### config.mk
export PLATFORM = sky130hd
export DESIGN_NAME = pfcd_ctrl
export DESIGN_NICKNAME = d
export VERILOG_FILES = /design/src/pfcd_pkg.sv /design/src/pfcd_ctrl.sv /design/src/pfcd_bus_cycle.sv
export SDC_FILE = /design/constraint.sdc
export NUM_CORES = 1
export LEC_CHECK = 0
export ABC_AREA = 1
export BUFFER_PORTS_ARGS = -buffer_cell sky130_fd_sc_hd__buf_2
export CAP_MARGIN = 0
export CORE_MARGIN = 4
export CORE_UTILIZATION = 57
export CTS_BUF_LIST = sky130_fd_sc_hd__clkbuf_8 sky130_fd_sc_hd__clkbuf_16
export CTS_CLUSTER_SIZE = 20
export DETAILED_ROUTE_END_ITERATION = 8
export GPL_TIMING_DRIVEN = 0
export PLACE_DENSITY = 0.8
export SYNTH_ARGS = -nofsm -noshare
export SYNTH_HDL_FRONTEND = slang
export SYNTH_SLANG_ARGS = --single-unit
### constraint.sdc
create_clock -name mclk -period 3.15 [get_ports mclk]
set_input_delay 0.945 -clock mclk [delete_from_list [all_inputs] [get_ports mclk]]
set_output_delay 0.945 -clock mclk [all_outputs]
set_load 0.02 [all_outputs]
### src/pfcd_pkg.sv
// shared constants, command codes and carrier types for the flash controller
package pfcd_pkg;

	// clock and pin timing, times in ns, counts rounded up
	localparam int CLK_NS      = 4;
	localparam int T_AS_NS     = 10;
	localparam int T_WP_NS     = 40;
	localparam int T_WH_NS     = 30;
	localparam int T_ACC_NS    = 100;
	localparam int T_RP_NS     = 500;
	localparam int T_RH_NS     = 1000;
	localparam int SYNC_STAGES = 2;
	localparam int SETUP_CYC   = (T_AS_NS + CLK_NS - 1) / CLK_NS;
	localparam int WP_CYC      = (T_WP_NS + CLK_NS - 1) / CLK_NS;
	localparam int HOLD_CYC    = (T_WH_NS + CLK_NS - 1) / CLK_NS;
	localparam int RD_CYC      = (T_ACC_NS + CLK_NS - 1) / CLK_NS + SYNC_STAGES;
	localparam int RP_CYC      = (T_RP_NS + CLK_NS - 1) / CLK_NS;
	localparam int RH_CYC      = (T_RH_NS + CLK_NS - 1) / CLK_NS;

	// command cycle addresses, only the low eleven bits matter
	localparam logic [10:0] ADDR_UNLOCK1 = 11'h555;
	localparam logic [10:0] ADDR_UNLOCK2 = 11'h2aa;
	localparam logic [10:0] ADDR_QUERY   = 11'h055;
	localparam logic [10:0] ADDR_ANY     = 11'h000;

	// command data codes
	localparam logic [7:0] CODE_UNLOCK1    = 8'haa;
	localparam logic [7:0] CODE_UNLOCK2    = 8'h55;
	localparam logic [7:0] CODE_PROGRAM    = 8'ha0;
	localparam logic [7:0] CODE_BUF_LOAD   = 8'h25;
	localparam logic [7:0] CODE_BUF_CONFIRM = 8'h29;
	localparam logic [7:0] CODE_ABORT_RST  = 8'hf0;
	localparam logic [7:0] CODE_BYP_ENTRY  = 8'h20;
	localparam logic [7:0] CODE_BYP_EXIT1  = 8'h90;
	localparam logic [7:0] CODE_BYP_EXIT2  = 8'h00;
	localparam logic [7:0] CODE_ERASE_SETUP = 8'h80;
	localparam logic [7:0] CODE_SECT_ERASE = 8'h50;
	localparam logic [7:0] CODE_BLOCK_ERASE = 8'h30;
	localparam logic [7:0] CODE_CHIP_ERASE = 8'h10;
	localparam logic [7:0] CODE_SUSPEND    = 8'hb0;
	localparam logic [7:0] CODE_RESUME     = 8'h30;
	localparam logic [7:0] CODE_SECID_ENTRY = 8'h88;
	localparam logic [7:0] CODE_ID_ENTRY   = 8'h90;
	localparam logic [7:0] CODE_QUERY_ENTRY = 8'h98;
	localparam logic [7:0] CODE_MODE_EXIT  = 8'hf0;

	// address windows
	localparam logic [21:0] BOOT_LIMIT   = 22'h008000;
	localparam logic [21:0] SECID_USR_LO = 22'h000100;
	localparam logic [21:0] SECID_USR_HI = 22'h0001ff;

	typedef enum logic [4:0] {
		OP_READ, OP_WORD_PROG, OP_BUF_PROG, OP_SECT_ERASE, OP_BLOCK_ERASE,
		OP_CHIP_ERASE, OP_SUSPEND, OP_RESUME, OP_BYPASS_ENTRY, OP_BYPASS_EXIT,
		OP_ABORT_RESET, OP_SECID_ENTRY, OP_SECID_EXIT, OP_ID_ENTRY, OP_ID_EXIT,
		OP_QUERY_ENTRY, OP_QUERY_EXIT, OP_HW_RESET
	} pfcd_op_type;

	typedef struct packed {
		pfcd_op_type op;
		logic [21:0] addr;
		logic [15:0] data;
		logic [3:0]  count;
	} pfcd_cmd_type;

	typedef struct packed {
		logic        ce_n;
		logic        oe_n;
		logic        we_n;
		logic        rst_n;
		logic        wp_n;
		logic [21:0] addr;
		logic [15:0] dq_out;
		logic        dq_oe_n;
	} pfcd_pins_type;

	typedef struct packed {
		logic bypass;
		logic secid;
		logic ident;
		logic query;
	} pfcd_mode_type;

	typedef struct packed {
		logic [21:0] addr;
		logic [15:0] data;
		logic        rd;
		logic        last;
	} pfcd_cyc_type;

endpackage : pfcd_pkg

### src/pfcd_ctrl.sv
// host-side command sequencer for an asynchronous x16 parallel flash
// Contract
// - wp may stay low outside boot block
// - drive wp high for boot-block program/erase
// - upper data byte driven valid in commands
// - erase final cycle carries sector/block address
// - buffer words repeat the fifth cycle
// - buffered words share A21-A4 with first
// - word count field is words minus one
// - security entry writes 88H to 555H
`timescale 1ns/1ps
module pfcd_ctrl
	import pfcd_pkg::*;
(
	input  wire logic          mclk,
	input  wire logic          arst_n,
	input  wire logic          cmd_valid,
	input  wire pfcd_cmd_type  cmd,
	output logic               cmd_ready,
	input  wire logic          wr_valid,
	input  wire logic [21:0]   wr_addr,
	input  wire logic [15:0]   wr_data,
	output logic               wr_ready,
	output logic               rsp_valid,
	output logic [15:0]        rsp_data,
	output logic               rsp_err,
	output pfcd_mode_type      mode,
	output logic               flash_ready,
	output pfcd_pins_type      flash_pins,
	input  wire logic [15:0]   flash_dq_in,
	input  wire logic          ready_busy_n
);

	typedef enum logic [2:0] {
		S_IDLE, S_WAITRDY, S_LAUNCH, S_CYCLE, S_BUFWORD, S_BUFCYC, S_RST_LOW, S_RST_REC
	} pfcd_state_type;

	pfcd_state_type state_r;
	pfcd_cmd_type   cmd_r;
	pfcd_cyc_type   cyc;
	logic [3:0]     step_r;
	logic [3:0]     wleft_r;
	logic [17:0]    base_r;
	logic           first_r;
	logic [21:0]    waddr_r;
	logic [15:0]    wdata_r;
	logic           start_r;
	logic [8:0]     rcnt_r;
	logic           rst_pin_r;
	logic           wp_n_r;
	logic [15:0]    dq_meta_r;
	logic [15:0]    dq_sync_r;
	logic           rb_meta_r;
	logic           eng_done;
	logic [15:0]    eng_rdata;
	logic           eng_ce_n;
	logic           eng_oe_n;
	logic           eng_we_n;
	logic [21:0]    eng_addr;
	logic [15:0]    eng_dq;
	logic           eng_dq_oe_n;
	logic           accept;
	logic           refuse;
	logic           fin;

	// command cycle on the low address lines, upper lines and byte at zero
	function automatic pfcd_cyc_type cw(input logic [10:0] a, input logic [7:0] d);
		pfcd_cyc_type c;
		c      = '0;
		c.addr = {11'h000, a};
		c.data = {8'h00, d};
		return c;
	endfunction : cw

	// bus cycle for a given operation and step
	function automatic pfcd_cyc_type cyc_of(input pfcd_cmd_type k, input logic [3:0] step,
		input logic byp);
		pfcd_cyc_type c;
		logic         unl;
		logic [3:0]   r;
		logic [7:0]   ecode;
		c     = '0;
		unl   = !byp && (k.op inside {OP_WORD_PROG, OP_BUF_PROG, OP_SECT_ERASE,
			OP_BLOCK_ERASE, OP_CHIP_ERASE, OP_BYPASS_ENTRY, OP_ABORT_RESET,
			OP_SECID_ENTRY, OP_ID_ENTRY});
		r     = unl ? step - 4'd2 : step;
		ecode = (k.op == OP_SECT_ERASE) ? CODE_SECT_ERASE :
			(k.op == OP_BLOCK_ERASE) ? CODE_BLOCK_ERASE : CODE_CHIP_ERASE;
		if (unl && step < 4'd2) begin
			c = (step == 4'd0) ? cw(ADDR_UNLOCK1, CODE_UNLOCK1) : cw(ADDR_UNLOCK2, CODE_UNLOCK2);
		end else begin
			case (k.op)
				OP_READ: begin
					c.addr = {k.addr[21:2], k.addr[1:0] + step[1:0]};
					c.rd   = 1'b1;
					c.last = (step[1:0] == k.count[1:0]);
				end
				OP_WORD_PROG: begin
					if (r == 4'd0) begin
						c = cw(byp ? ADDR_ANY : ADDR_UNLOCK1, CODE_PROGRAM);
					end else begin
						c.addr = k.addr;
						c.data = k.data;
						c.last = 1'b1;
					end
				end
				OP_BUF_PROG: begin
					if (r == 4'd0) begin
						c = cw(ADDR_ANY, CODE_BUF_LOAD);
						c.addr = k.addr;
					end else if (r == 4'd1) begin
						c.addr = k.addr;
						c.data = {12'h000, k.count};
					end else begin
						c = cw(ADDR_ANY, CODE_BUF_CONFIRM);
						c.addr = k.addr;
						c.last = 1'b1;
					end
				end
				OP_SECT_ERASE, OP_BLOCK_ERASE, OP_CHIP_ERASE: begin
					if (byp) begin
						c = (r == 4'd0) ? cw(ADDR_ANY, CODE_ERASE_SETUP) : cw(ADDR_ANY, ecode);
					end else begin
						case (r)
							4'd0: c = cw(ADDR_UNLOCK1, CODE_ERASE_SETUP);
							4'd1: c = cw(ADDR_UNLOCK1, CODE_UNLOCK1);
							4'd2: c = cw(ADDR_UNLOCK2, CODE_UNLOCK2);
							default: c = cw(ADDR_UNLOCK1, ecode);
						endcase
					end
					// last cycle carries sector or block address, chip erase leaves it
					if ((byp && r == 4'd1) || (!byp && r == 4'd3)) begin
						if (k.op != OP_CHIP_ERASE) begin
							c.addr = k.addr;
						end
						c.last = 1'b1;
					end
				end
				OP_BYPASS_EXIT: begin
					c      = (r == 4'd0) ? cw(ADDR_ANY, CODE_BYP_EXIT1) : cw(ADDR_ANY, CODE_BYP_EXIT2);
					c.last = (r == 4'd1);
				end
				OP_BYPASS_ENTRY: c = cw(ADDR_UNLOCK1, CODE_BYP_ENTRY);
				OP_ABORT_RESET:  c = cw(ADDR_UNLOCK1, CODE_ABORT_RST);
				OP_SECID_ENTRY:  c = cw(ADDR_UNLOCK1, CODE_SECID_ENTRY);
				OP_ID_ENTRY:     c = cw(ADDR_UNLOCK1, CODE_ID_ENTRY);
				OP_SUSPEND:      c = cw(ADDR_ANY, CODE_SUSPEND);
				OP_RESUME:       c = cw(ADDR_ANY, CODE_RESUME);
				OP_QUERY_ENTRY:  c = cw(ADDR_QUERY, CODE_QUERY_ENTRY);
				default:         c = cw(ADDR_ANY, CODE_MODE_EXIT);
			endcase
			if (!(k.op inside {OP_READ, OP_WORD_PROG, OP_BUF_PROG, OP_SECT_ERASE,
				OP_BLOCK_ERASE, OP_CHIP_ERASE, OP_BYPASS_EXIT})) begin
				c.last = 1'b1;
			end
		end
		return c;
	endfunction : cyc_of

	// decode of the pending command and its refusal
	always_comb begin
		cyc    = cyc_of(cmd_r, step_r, mode.bypass);
		accept = cmd_valid && cmd_ready;
		refuse = (mode.bypass && !(cmd.op inside {OP_READ, OP_WORD_PROG, OP_SECT_ERASE,
			OP_BLOCK_ERASE, OP_CHIP_ERASE, OP_SUSPEND, OP_RESUME, OP_BYPASS_EXIT,
			OP_HW_RESET}))
			|| (!mode.bypass && cmd.op == OP_BYPASS_EXIT)
			|| (mode.secid && cmd.op == OP_WORD_PROG
			&& (cmd.addr < SECID_USR_LO || cmd.addr > SECID_USR_HI));
		fin    = (state_r == S_CYCLE) && eng_done && cyc.last;
	end

	// pin input synchronisers, first stage read only by the second
	always_ff @(posedge mclk or negedge arst_n) begin
		if (!arst_n) begin
			dq_meta_r   <= 16'h0000;
			dq_sync_r   <= 16'h0000;
			rb_meta_r   <= 1'b0;
			flash_ready <= 1'b0;
		end else begin
			dq_meta_r   <= flash_dq_in;
			dq_sync_r   <= dq_meta_r;
			rb_meta_r   <= ready_busy_n;
			flash_ready <= rb_meta_r;
		end
	end

	// main sequencer
	always_ff @(posedge mclk or negedge arst_n) begin
		if (!arst_n) begin
			state_r   <= S_IDLE;
			cmd_r     <= '0;
			step_r    <= 4'h0;
			wleft_r   <= 4'h0;
			base_r    <= 18'h00000;
			first_r   <= 1'b0;
			waddr_r   <= 22'h000000;
			wdata_r   <= 16'h0000;
			start_r   <= 1'b0;
			rcnt_r    <= 9'h000;
			cmd_ready <= 1'b0;
			wr_ready  <= 1'b0;
			rsp_valid <= 1'b0;
			rsp_data  <= 16'h0000;
			rsp_err   <= 1'b0;
		end else begin
			start_r   <= 1'b0;
			rsp_valid <= 1'b0;
			case (state_r)
				S_IDLE: begin
					cmd_ready <= 1'b1;
					if (accept) begin
						cmd_ready <= 1'b0;
						cmd_r     <= cmd;
						step_r    <= 4'h0;
						wleft_r   <= cmd.count;
						rsp_err   <= refuse;
						if (refuse) begin
							rsp_valid <= 1'b1;
						end else if (cmd.op == OP_HW_RESET) begin
							state_r <= S_RST_LOW;
							rcnt_r  <= 9'(RP_CYC - 1);
						end else if (cmd.op == OP_QUERY_EXIT) begin
							state_r <= S_WAITRDY;
						end else begin
							state_r <= S_LAUNCH;
						end
					end
				end
				S_WAITRDY: begin
					// exit would be ignored while the device is programming or erasing
					if (flash_ready) begin
						state_r <= S_LAUNCH;
					end
				end
				S_LAUNCH: begin
					start_r <= 1'b1;
					state_r <= S_CYCLE;
				end
				S_CYCLE: begin
					if (eng_done) begin
						if (cyc.rd) begin
							rsp_valid <= 1'b1;
							rsp_data  <= eng_rdata;
						end
						if (cyc.last) begin
							rsp_valid <= 1'b1;
							state_r   <= S_IDLE;
						end else if (cmd_r.op == OP_BUF_PROG && step_r == 4'd3) begin
							state_r  <= S_BUFWORD;
							wr_ready <= 1'b1;
							first_r  <= 1'b1;
						end else begin
							step_r  <= step_r + 4'h1;
							state_r <= S_LAUNCH;
						end
					end
				end
				S_BUFWORD: begin
					if (wr_valid && wr_ready) begin
						wr_ready <= 1'b0;
						if (!first_r && wr_addr[21:4] != base_r) begin
							// stray word: stop before the confirm, software must abort-reset
							rsp_err   <= 1'b1;
							rsp_valid <= 1'b1;
							state_r   <= S_IDLE;
						end else begin
							base_r  <= wr_addr[21:4];
							first_r <= 1'b0;
							waddr_r <= wr_addr;
							wdata_r <= wr_data;
							start_r <= 1'b1;
							state_r <= S_BUFCYC;
						end
					end
				end
				S_BUFCYC: begin
					if (eng_done) begin
						if (wleft_r == 4'h0) begin
							step_r  <= 4'd4;
							state_r <= S_LAUNCH;
						end else begin
							wleft_r  <= wleft_r - 4'h1;
							wr_ready <= 1'b1;
							state_r  <= S_BUFWORD;
						end
					end
				end
				S_RST_LOW: begin
					if (rcnt_r == 9'h000) begin
						state_r <= S_RST_REC;
						rcnt_r  <= 9'(RH_CYC - 1);
					end else begin
						rcnt_r <= rcnt_r - 9'h001;
					end
				end
				S_RST_REC: begin
					if (rcnt_r == 9'h000) begin
						rsp_valid <= 1'b1;
						state_r   <= S_IDLE;
					end else begin
						rcnt_r <= rcnt_r - 9'h001;
					end
				end
				default: state_r <= S_IDLE;
			endcase
		end
	end

	// reset pin and boot-block protect drive
	always_ff @(posedge mclk or negedge arst_n) begin
		if (!arst_n) begin
			rst_pin_r <= 1'b0;
			wp_n_r    <= 1'b0;
		end else begin
			rst_pin_r <= !(state_r == S_RST_LOW);
			if (accept) begin
				// protect stays on unless a program or erase targets the boot block or the command is a chip erase
				wp_n_r <= (cmd.op inside {OP_WORD_PROG, OP_BUF_PROG, OP_SECT_ERASE,
					OP_BLOCK_ERASE} && cmd.addr < BOOT_LIMIT)
					|| cmd.op == OP_CHIP_ERASE;
			end
		end
	end

	// mode tracking mirrors the device; a hardware reset returns it to read
	always_ff @(posedge mclk or negedge arst_n) begin
		if (!arst_n) begin
			mode <= '0;
		end else if (state_r == S_RST_LOW) begin
			mode <= '0;
		end else if (fin) begin
			case (cmd_r.op)
				OP_BYPASS_ENTRY: mode.bypass <= 1'b1;
				OP_BYPASS_EXIT:  mode.bypass <= 1'b0;
				OP_SECID_ENTRY:  mode.secid  <= 1'b1;
				OP_SECID_EXIT:   mode.secid  <= 1'b0;
				OP_ID_ENTRY:     mode.ident  <= 1'b1;
				OP_ID_EXIT:      mode.ident  <= 1'b0;
				OP_QUERY_ENTRY:  mode.query  <= 1'b1;
				OP_QUERY_EXIT:   mode.query  <= 1'b0;
				default:         mode        <= mode;
			endcase
		end
	end

	pfcd_bus_cycle u_cycle (
		.mclk     (mclk),
		.arst_n   (arst_n),
		.start    (start_r),
		.rd       (state_r == S_CYCLE && cyc.rd),
		.addr     ((state_r == S_BUFCYC) ? waddr_r : cyc.addr),
		.wdata    ((state_r == S_BUFCYC) ? wdata_r : cyc.data),
		.dq_sync  (dq_sync_r),
		.done     (eng_done),
		.rdata    (eng_rdata),
		.ce_n     (eng_ce_n),
		.oe_n     (eng_oe_n),
		.we_n     (eng_we_n),
		.bus_addr (eng_addr),
		.dq_out   (eng_dq),
		.dq_oe_n  (eng_dq_oe_n)
	);

	// pin bundle, every field a flip-flop
	assign flash_pins = '{ce_n: eng_ce_n, oe_n: eng_oe_n, we_n: eng_we_n, rst_n: rst_pin_r,
		wp_n: wp_n_r, addr: eng_addr, dq_out: eng_dq, dq_oe_n: eng_dq_oe_n};

endmodule : pfcd_ctrl

### src/pfcd_bus_cycle.sv
// single asynchronous read or write bus cycle on the flash pins
`timescale 1ns/1ps
module pfcd_bus_cycle
	import pfcd_pkg::*;
(
	input  wire logic        mclk,
	input  wire logic        arst_n,
	input  wire logic        start,
	input  wire logic        rd,
	input  wire logic [21:0] addr,
	input  wire logic [15:0] wdata,
	input  wire logic [15:0] dq_sync,
	output logic             done,
	output logic [15:0]      rdata,
	output logic             ce_n,
	output logic             oe_n,
	output logic             we_n,
	output logic [21:0]      bus_addr,
	output logic [15:0]      dq_out,
	output logic             dq_oe_n
);

	typedef enum logic [1:0] {BC_IDLE, BC_SETUP, BC_STROBE, BC_HOLD} pfcd_bc_type;

	pfcd_bc_type state_r;
	logic [7:0]  cnt_r;
	logic        rd_r;

	// phase sequencing and pin levels; oe and we are never low together
	always_ff @(posedge mclk or negedge arst_n) begin
		if (!arst_n) begin
			state_r  <= BC_IDLE;
			cnt_r    <= 8'h00;
			rd_r     <= 1'b0;
			ce_n     <= 1'b1;
			oe_n     <= 1'b1;
			we_n     <= 1'b1;
			bus_addr <= 22'h000000;
			dq_out   <= 16'h0000;
			dq_oe_n  <= 1'b1;
		end else begin
			case (state_r)
				BC_IDLE: begin
					if (start) begin
						state_r  <= BC_SETUP;
						cnt_r    <= 8'(SETUP_CYC - 1);
						rd_r     <= rd;
						ce_n     <= 1'b0;
						bus_addr <= addr;
						dq_out   <= wdata;
						dq_oe_n  <= rd;
					end
				end
				BC_SETUP: begin
					if (cnt_r == 8'h00) begin
						state_r <= BC_STROBE;
						cnt_r   <= rd_r ? 8'(RD_CYC - 1) : 8'(WP_CYC - 1);
						we_n    <= rd_r;
						oe_n    <= !rd_r;
					end else begin
						cnt_r <= cnt_r - 8'h01;
					end
				end
				BC_STROBE: begin
					if (cnt_r == 8'h00) begin
						state_r <= BC_HOLD;
						cnt_r   <= 8'(HOLD_CYC - 1);
						we_n    <= 1'b1;
						oe_n    <= 1'b1;
					end else begin
						cnt_r <= cnt_r - 8'h01;
					end
				end
				BC_HOLD: begin
					// address and data held past the strobe edge where the device latches
					if (cnt_r == 8'h00) begin
						state_r <= BC_IDLE;
						ce_n    <= 1'b1;
						dq_oe_n <= 1'b1;
					end else begin
						cnt_r <= cnt_r - 8'h01;
					end
				end
				default: state_r <= BC_IDLE;
			endcase
		end
	end

	// read capture at the end of the strobe, sync latency already counted in
	always_ff @(posedge mclk or negedge arst_n) begin
		if (!arst_n) begin
			rdata <= 16'h0000;
		end else if (state_r == BC_STROBE && cnt_r == 8'h00 && rd_r) begin
			rdata <= dq_sync;
		end
	end

	// one-cycle completion pulse
	always_ff @(posedge mclk or negedge arst_n) begin
		if (!arst_n) begin
			done <= 1'b0;
		end else begin
			done <= (state_r == BC_HOLD && cnt_r == 8'h00);
		end
	end

endmodule : pfcd_bus_cycle

======== Word-level counts from Yosys, hierarchy flattened ========
Cells that the tools add are included.
operators by class
  multiplexer cells ....................... 109
  add/sub/neg operators ................... 6
  bitwise gates (word level) .............. 1
  order comparisons ....................... 4
  reduce and logical (&&, ||, !) cells .... 76
  equal/unequal tests ..................... 65
operators with widths
  operator              number
  $pmux 16 s11          1
  $pmux 22 s7           1
  $pmux 29 s3           1
  $mux 22               3
  $mux 29               2
  $mux 4                12
  $eq 5x4->1 const B    9
  $mux 9                5
  $eq 5x3->1 const B    8
  $mux 40               1
  $mux 8                5
  $mux 3                13
  $mux 38               1
  $ne 2x2->1 const B    17
  $pmux 8 s4            1
  $mux 1                31
  $pmux 9 s3            1
  $pmux 3 s8            1
  $gt 22x9->1 const B   1
  $lt 22x16->1 const B  1
  $lt 22x9->1 const B   1
  $pmux 1 s2            11
  $reduce_bool 3->1     7
  $eq 5x2->1 const B    4
  56 further kinds      123
storage, ports and cells
  output and inout port bits .............. 69
  input port bits ......................... 106
  logic and storage cells ................. 300
  register bits ........................... 255

======== Depth between registers and ports, before layout ========
Gate-level depths: netlist of the first run.
  word-level depth ........................ 15
  mapped depth ............................ 21
  depth with buffers taken out ............ 21

======== Modules after synthesis ========
Synthesis of the first run repeated with hierarchy kept, for this count alone.
unflattened totals
  cell total of the unflattened synthesis .. 1,335
  area total of the unflattened synthesis .. 11,756.3 um2
by module, submodules not included
  module          cells each  times used  sequential area each (um2)  area an instance (um2)
  pfcd_ctrl       1,036       1           4,179.0                     8,633.3
  pfcd_bus_cycle  299         1           1,756.7                     3,123.0

======== Worst setup path before layout of the first run ========
Ideal clock, no wire load.
  kind .................................... input to register
  from .................................... input port wr_addr[18]
  to ...................................... register wdata_r[0]
  setup slack ............................. 588 ps
  path buffers ............................ 2
  library setup time ...................... 83 ps
  data required time ...................... 3,067 ps
  data arrival time ....................... 2,480 ps
  cell stages on the path ................. 11
  path through ............................ xnor2_1 > nand3_1 > nor4_1 > nand4_1 > nand2_1 > nand2_1 > nor2_1 > buf_2 > clkbuf_1 > nand2_1 > o21ai_0
on the way
  cells in the longest elaborated chain, start to end .. 4
ends and longest elaborated chain
  item                        RTL line          RTL
  from (decl)                 pfcd_ctrl.sv:21   input wire logic [21:0] wr_addr,
  $ne 18x18->1                pfcd_ctrl.sv:262  if (!first_r && wr_addr[21:4] != base_r) begin
  $logic_and 1x1->1           pfcd_ctrl.sv:262
  $not 1->1 (no line)         --
  $reduce_and 3->1 (no line)  --
  to (signal assigned)        pfcd_ctrl.sv:271  wdata_r <= wr_data;
  to (decl)                   pfcd_ctrl.sv:46   logic [15:0] wdata_r;
No other way between the ends.
A chain may end at the register's enable or synchronous reset.

======== Worst setup path after layout of the first run ========
  from .................................... input port wr_addr[5]
  to ...................................... register wdata_r[7]
Same word-level chain as after synthesis.

==> results of run 1 <==
-- report_power, final --
group / internal (W) / switching, W / total [W]
logic: 0.00203 / 0.00434 / 0.00637
clock network: 0.00170 / 0.00123 / 0.00293
registers: 0.00406 / 0.000635 / 0.00469
total: 0.00779 / 0.00620 / 0.0140
-- final cells by class --
cell class                 count  share of cell area
tap                          270              0.0246
sequential                   237               0.432
multi-input combinational    960               0.356
clock inverter                20              0.0138
inverter                     167              0.0456
buffer                        46              0.0158
clock buffer                  25              0.0455
timing repair buffer         175              0.0661
antenna                        4            0.000728
-- state kept, by name, indices dropped and copies added, names as in the netlist, 2 cells and up --
name	cells
step_r	4
u_cycle.cnt_r	8
u_cycle.dq_out	16
cmd_r	47
u_cycle.rdata	16
u_cycle.bus_addr	22
dq_meta_r	16
wdata_r	16
wleft_r	4
state_r	3
rsp_data	16
base_r	18
u_cycle.state_r	2
dq_sync_r	16
mode	4
waddr_r	4
rcnt_r	9
-- through the flow --
step	setup TNS (ps)	cells
3_5_place_dp	-18880	1855
4_1_cts	0	1900
2_1_floorplan	0	1410
6_report	0	1904
5_1_grt	0	1904
3_3_place_gp	-706710	1854
-- worst min-delay path by stage --
stage	start	end	slack, ps
floorplan	dq_meta_r[0]	dq_sync_r[0]	330
global placement	dq_meta_r[14]	dq_sync_r[14]	330
detailed placement	dq_meta_r[6]	dq_sync_r[6]	340
CTS	dq_meta_r[6]	dq_sync_r[6]	350
global route	dq_meta_r[2]	dq_sync_r[2]	350
finish	dq_meta_r[12]	dq_sync_r[12]	350
-- what timing repair did --
action,CTS,global route
resized for setup,1,7
hold buffers,0,0
setup endpoints to repair,20,32
hold endpoints to repair,0,0
setup buffers,0,0
-- Yosys cell counts, drive strengths merged (2+ instances only) --
cell	number
o22ai	4
o31ai	3
o311ai	2
mux2i	16
mux2	24
nand4	6
nor3b	3
nor2	126
o21ai	114
nor3	14
a21oi	71
inv	166
nand2	439
or2	6
dfstp	4
nand3	56
buf	15
xnor2	13
clkbuf	31
a21boi	3
a31oi	13
xor2	15
o211ai	4
o21bai	2
ha	13
nor4	6
dfrtp	233
-- cells by family (layout without fill, tap and decap cells) --
family	count (synthesis)	count (layout)
fa+ha+maj	13	13
compound gates	222	222
mux	40	40
buf+inv	213	433
flops	237	237
xor+xnor	28	28
simple gates	657	657
other cells	0	4
-- metal layers --
metal	part of all wire	GRT usage
met4	0.036	0.101
met5	0.00082	0
met2	0.49	0.465
met1	0.41	0.361
met3	0.069	0.0509
-- worst max-delay path, delay by kind of cell --
family,cells,cell delay (ps)
simple gates,7,1390
buf+inv,3,720
xor+xnor,1,200
compound gates,1,110
==> run_results.csv, run 1 <==
group,metric,value,unit
timing,fin_worst_skew,11.6,ps
synth,yosys.area_share.xor_xnor,0.0210,
floorplanning,rows,52,
synth,synth_top_area_frac,0.500,
place,port_buffers,174,
critical_path,r2r_setup_slack,350,ps
synth,yosysWarnings,0,
timing,timing_hold_violations_final,0,
synth,syn_nets,1529,
clocking,insertion_delay,530,ps
floorplanning,start_util,0.578,
timing,min_period_over_period,0.929,
clocking,numCtsBuffers,25,
critical_path,path_common_cell,"nand2_1",
synth,synth_fa_ha_area_frac,0.0140,
route,ant_nets,0,
cells_and_area,mostFrequentLayoutCells,"nand2_1 (425), dfrtp_1 (233), buf_2 (177), inv_1 (169), nor2_1 (114)",
timing,fmax,0.342,GHz
clocking,clkSlewWorstSetupHoldPaths,70,ps
route,post-route-drc-count,0,
critical_path,worstPathRequired,3590,ps
synth,ys_top_cells_by_area,"dfrtp_1 (50%), nand2_1 (14%), inv_1 (5.2%)",
critical_path,arrival,3360,ps
place,dpl_cell_area,0.0129,mm²
critical_path,worstPathMaxFanout,10,
timing,drv_slew,0,
synth,synth_compound_area_frac,0.105,
critical_path,worst-setup-path-type,"in -> reg",
timing,hold-worst-slack,345,ps
critical_path,critPathLaunchType,"primary input",
cells_and_area,nNetsFinal,1731,
route,first_pass_iters,5,
synth,synth_top_family_by_area,"simple AND/OR/NAND/NOR gates",
timing,rsz0062_at_grt,"no",
synth,syn_avg_cell_area,8.27,µm²
place,place_ws,-616,ps
critical_path,crit_slowest_cell,"nand4_1",
pwr,leakagePower,7.35,nW
pwr,power,0.0140,W
grt,grt_pass1_wl,50.1,mm
synth,synth_area,0.0117,mm²
synth,synth_ff_type,"dfrtp_1",
grt,grt_pass1_vias,10157,
clocking,cts_buffer_depth,3,
synth,synth_edf_count,0,
pwr,ir_drop,0.000555,V
critical_path,r2r_end,"wdata_r[7]",
synth,synth-seq-area-share,0.509,
timing,period_minus_slack,2930,ps
clocking,cts_root_buf,"clkbuf_16",
grt,antenna_found_initial,6,
place,gp_congestion,0.945,
floorplanning,die_y,151,µm
synth,synthArstFlopShare,1.00,
cells_and_area,num-fill-cells,1642,
grt,gr-total-overflow,0,
cells_and_area,drive_gt1_frac,0.188,
cells_and_area,multi_input_area,0.00490,mm²
grt,grt_max_degree,126,
cells_and_area,fin_area,0.0137,mm²
critical_path,path_cells,"buf_2 > xnor2_1 > nand4_1 > nor4_1 > nand4_1 > nand2_1 > nand2_1 > nor2_4 > buf_2 > clkbuf_2 > nand2_1 > o21ai_0",
floorplanning,dieArea,0.0228,mm²
clocking,h-tree-depth,1,
critical_path,endpoint,"wdata_r[7]",
synth,ys_ff_latch,237,
route,viasPerCell,5.39,
synth,synth_top_cell_by_area,"dfrtp_1",
route,first_iter_violations,724,
clocking,cts_tree,"built",
floorplanning,fp.coreArea,0.0202,mm²
timing,tightest_slew,849,ps
critical_path,slowest_delay,330,ps
critical_path,reg2reg_from,"base_r[15]",
route,wire_per_inst,16.6,µm
cells_and_area,seq_area,0.00594,mm²
place,dp_hpwl,23.1,mm
synth,synth_cell_types,52,
floorplanning,ioPinCount,175,
floorplanning,die_w,151,µm
cells_and_area,area_growth,18.0,%
flow_run,cap_violations,0,
timing,relSlewSlack,0.434,
synth,yosys-mux-area-fraction,0.0369,
grt,track_usage,0.277,
critical_path,crit_start,"wr_addr[5]",
cells_and_area,mostFrequentLayoutCell,"nand2_1",
critical_path,r2r_cells,12,
timing,setup_viol_count_final,0,
route,wl,31.7,mm
worst_hold_path,hp-class,"reg -> reg",
timing,finalWorstSetupSlack,224,ps
pwr,cellPowerDensity,1020,mW/mm²
synth,synth-simple-area-share,0.241,
route,vias,10269,
status,status,"finished, final reports clean",
clocking,clock-sinks,237,
cells_and_area,final_core_util,0.682,
synth,synth_cells,1410,
critical_path,end_kind,"flop",
worst_hold_path,whs_path_depth,0,
(Power assumes the default switching activity.)
==> inputs of run 2 (changes only) <==
--- a/config.mk
+++ b/config.mk
@@ -10,10 +10,10 @@
 export CAP_MARGIN = 0
 export CORE_MARGIN = 4
-export CORE_UTILIZATION = 57
+export CORE_UTILIZATION = 45
 export CTS_BUF_LIST = sky130_fd_sc_hd__clkbuf_8 sky130_fd_sc_hd__clkbuf_16
 export CTS_CLUSTER_SIZE = 20
 export DETAILED_ROUTE_END_ITERATION = 8
 export GPL_TIMING_DRIVEN = 0
-export PLACE_DENSITY = 0.8
+export PLACE_DENSITY = 0.65
 export SYNTH_ARGS = -nofsm -noshare
 export SYNTH_HDL_FRONTEND = slang
==> constraint.sdc (replaced) <==
create_clock -name mclk -period 3.15 [get_ports mclk]
set_input_delay 0.945 -clock mclk [delete_from_list [all_inputs] [get_ports mclk]]
set_output_delay 0.945 -clock mclk [all_outputs]
set_load 0.1 [all_outputs]
==> run 2 against run 1 <==
  * Hold slack got worse by 76 ps
  * First-iteration DRC count up 8.8%
  * Fmax is 2.4% higher
  * Setup slack improved by 70 ps
  * Largest cell class unchanged
  * Register-to-register slack worse by 60 ps
  * Clock skew is 2.9 ps higher
  * Via count is 4.7% lower
  * Core utilization shrank 13 points
  * Power rose by 17%
  * Count of clock-buffer cells in the layout increased by 7
  * Design area grew 2.0%
  * Sequential power barely moved
==> run_results.csv, run 2 (synthesis results as in run 1) <==
group,metric,value,unit
critical_path,crit_slowest_cell,"nor3_1",
grt,grt_pass1_wl,49.9,mm
critical_path,arrival,3260,ps
timing,rsz0062_at_grt,"no",
timing,period_minus_slack,2860,ps
grt,track_usage,0.216,
clocking,clock-sinks,237,
cells_and_area,final_core_util,0.554,
critical_path,worstPathRequired,3550,ps
cells_and_area,fin_area,0.0140,mm²
status,status,"finished, final reports clean",
grt,grt_pass1_vias,9419,
clocking,insertion_delay,530,ps
cells_and_area,drive_gt1_frac,0.192,
route,wire_per_inst,15.8,µm
clocking,cts_buffer_depth,3,
clocking,hold_buffers,0,
cells_and_area,num-fill-cells,2388,
timing,fmax,0.350,GHz
clocking,cts_root_buf,"clkbuf_16",
cells_and_area,mostFrequentLayoutCells,"nand2_1 (425), dfrtp_1 (233), buf_2 (176), inv_1 (164), nor2_1 (114)",
critical_path,r2r_end,"u_cycle.rdata[15]",
cells_and_area,area_growth,20.4,%
critical_path,r2r_setup_slack,290,ps
critical_path,reg2reg_from,"u_cycle.cnt_r[0]",
critical_path,critPathLaunchType,"flop",
floorplanning,die_y,169,µm
pwr,power,0.0164,W
critical_path,r2r_cells,11,
grt,grt_max_degree,114,
critical_path,endpoint,"u_cycle.rdata[15]",
critical_path,slowest_delay,450,ps
floorplanning,start_util,0.460,
route,viasPerCell,4.97,
timing,fin_setup_tns,0,ps
cells_and_area,reg.largest.list,"cmd_r x47, u_cycle.bus_addr x22, base_r x18",
cells_and_area,nNetsFinal,1734,
critical_path,worstPathMaxFanout,10,
place,dpl_cell_area,0.0130,mm²
clocking,h-tree-depth,1,
floorplanning,rows,58,
timing,finalWorstSetupSlack,294,ps
timing,tightest_slew,929,ps
grt,gr-total-overflow,0,
clocking,numCtsBuffers,26,
route,first_pass_iters,5,
route,vias,9787,
pwr,cellPowerDensity,1170,mW/mm²
pwr,ir_drop,0.000984,V
timing,fin_worst_skew,14.5,ps
floorplanning,ioPinCount,175,
timing,min_period_over_period,0.907,
clocking,cts_tree,"built",
critical_path,path_cells,"inv_1 > ha_1 > nand2_1 > nor2_1 > inv_1 > nor3_1 > inv_1 > nor2_1 > nand2_1 > clkbuf_1 > mux2_2",
critical_path,worst-setup-path-type,"reg -> reg",
route,ant_nets,0,
floorplanning,die_w,169,µm
timing,timing_hold_violations_final,0,
place,place_ws,-817,ps
cells_and_area,regMostFlops,"cmd_r",
critical_path,path_common_cell,"inv_1",
route,post-route-drc-count,0,
route,first_iter_violations,788,
place,port_buffers,174,
timing,setup_viol_count_final,0,
place,gp_congestion,0.898,
floorplanning,dieArea,0.0285,mm²
place,dp_hpwl,23.6,mm
cells_and_area,largest_reg_flops,47,
critical_path,crit_start,"u_cycle.cnt_r[0]",
floorplanning,fp.coreArea,0.0253,mm²
pwr,leakagePower,7.43,nW
timing,drv_slew,0,
grt,antenna_found_initial,8,
clocking,clkSlewWorstSetupHoldPaths,60,ps
timing,relSlewSlack,0.375,
worst_hold_path,hp-class,"in -> async",
flow_run,cap_violations,0,
cells_and_area,mostFrequentLayoutCell,"nand2_1",
route,wl,31.2,mm
critical_path,end_kind,"flop",
run 2: cell types whose count changed in the layout (fill, tap and decap cells not counted), sizes merged:
cell	before	now
clkbuf	56	64
buf	190	191
clkinvlp	1	0
bufinv	3	7
clkinv	7	5
inv	176	170
run 2: critical path: cells and delay by family, from the launching register on:
| kind | cells | cell delay, ps |
|---|---|---|
| buffers and inverters | 4 | 730 |
| adders and majority gates | 1 | 220 |
| and+or+nand+nor | 5 | 1090 |
| muxes | 1 | 350 |
| DFF | 1 | 360 |
run 2: worst min path at each step:
stage / from / to / slack (ps) / cells past startpoint
after floorplan: dq_meta_r[0] / dq_sync_r[0] / 330 / 0
after global placement: dq_meta_r[11] / dq_sync_r[11] / 330 / 0
after detailed placement: dq_meta_r[0] / dq_sync_r[0] / 330 / 0
after CTS: arst_n / dq_meta_r[1] / 260 / 1
after global routing: arst_n / dq_meta_r[1] / 270 / 1
final: arst_n / dq_meta_r[1] / 270 / 1
run 2: power breakdown:
group / total [W] / internal (W) / switching (W) / leakage [nW]
registers: 0.00469 / 0.00406 / 0.000628 / 2.89
clock network: 0.00349 / 0.00224 / 0.00125 / 0.504
logic: 0.00818 / 0.00203 / 0.00616 / 4.03
total: 0.0164 / 0.00833 / 0.00803 / 7.43
run 2: timing repair:
item / CTS / global route
pin swaps: 0 / 1
setup buffers: 0 / 1
endpoints found under the setup margin: 28 / 28
gates resized for setup: 3 / 1
run 2: per-stage QoR:
step | cells | hold slack [ps]
2_1_floorplan | 1410 | 331
3_3_place_gp | 1914 | 332
3_5_place_dp | 1916 | 335
4_1_cts | 1963 | 256
5_1_grt | 1967 | 271
6_report | 1968 | 270
run 2: layer usage:
| metal | track usage | wire [µm] | up-vias |
|---|---|---|---|
| li1 | - | - | 4910 |
| met1 | 0.318 | 14800 | 4556 |
| met2 | 0.326 | 13500 | 249 |
| met3 | 0.0488 | 2080 | 62 |
| met4 | 0.0550 | 752 | 10 |
| met5 | 0 | 63 | - |
run 2: final cells by class:
type                    instances  area (µm²)  area share
multi-input cells             960        4880       0.348
plain buffers                  46         220      0.0157
well taps                     330         413      0.0294
repair buffers                177         943      0.0673
clock buffers                  32         744      0.0531
inverters                     167         627      0.0447
diodes                          4        10.0    0.000714
flip-flops and latches        237        5940       0.423
clock inverters                15         254      0.0181
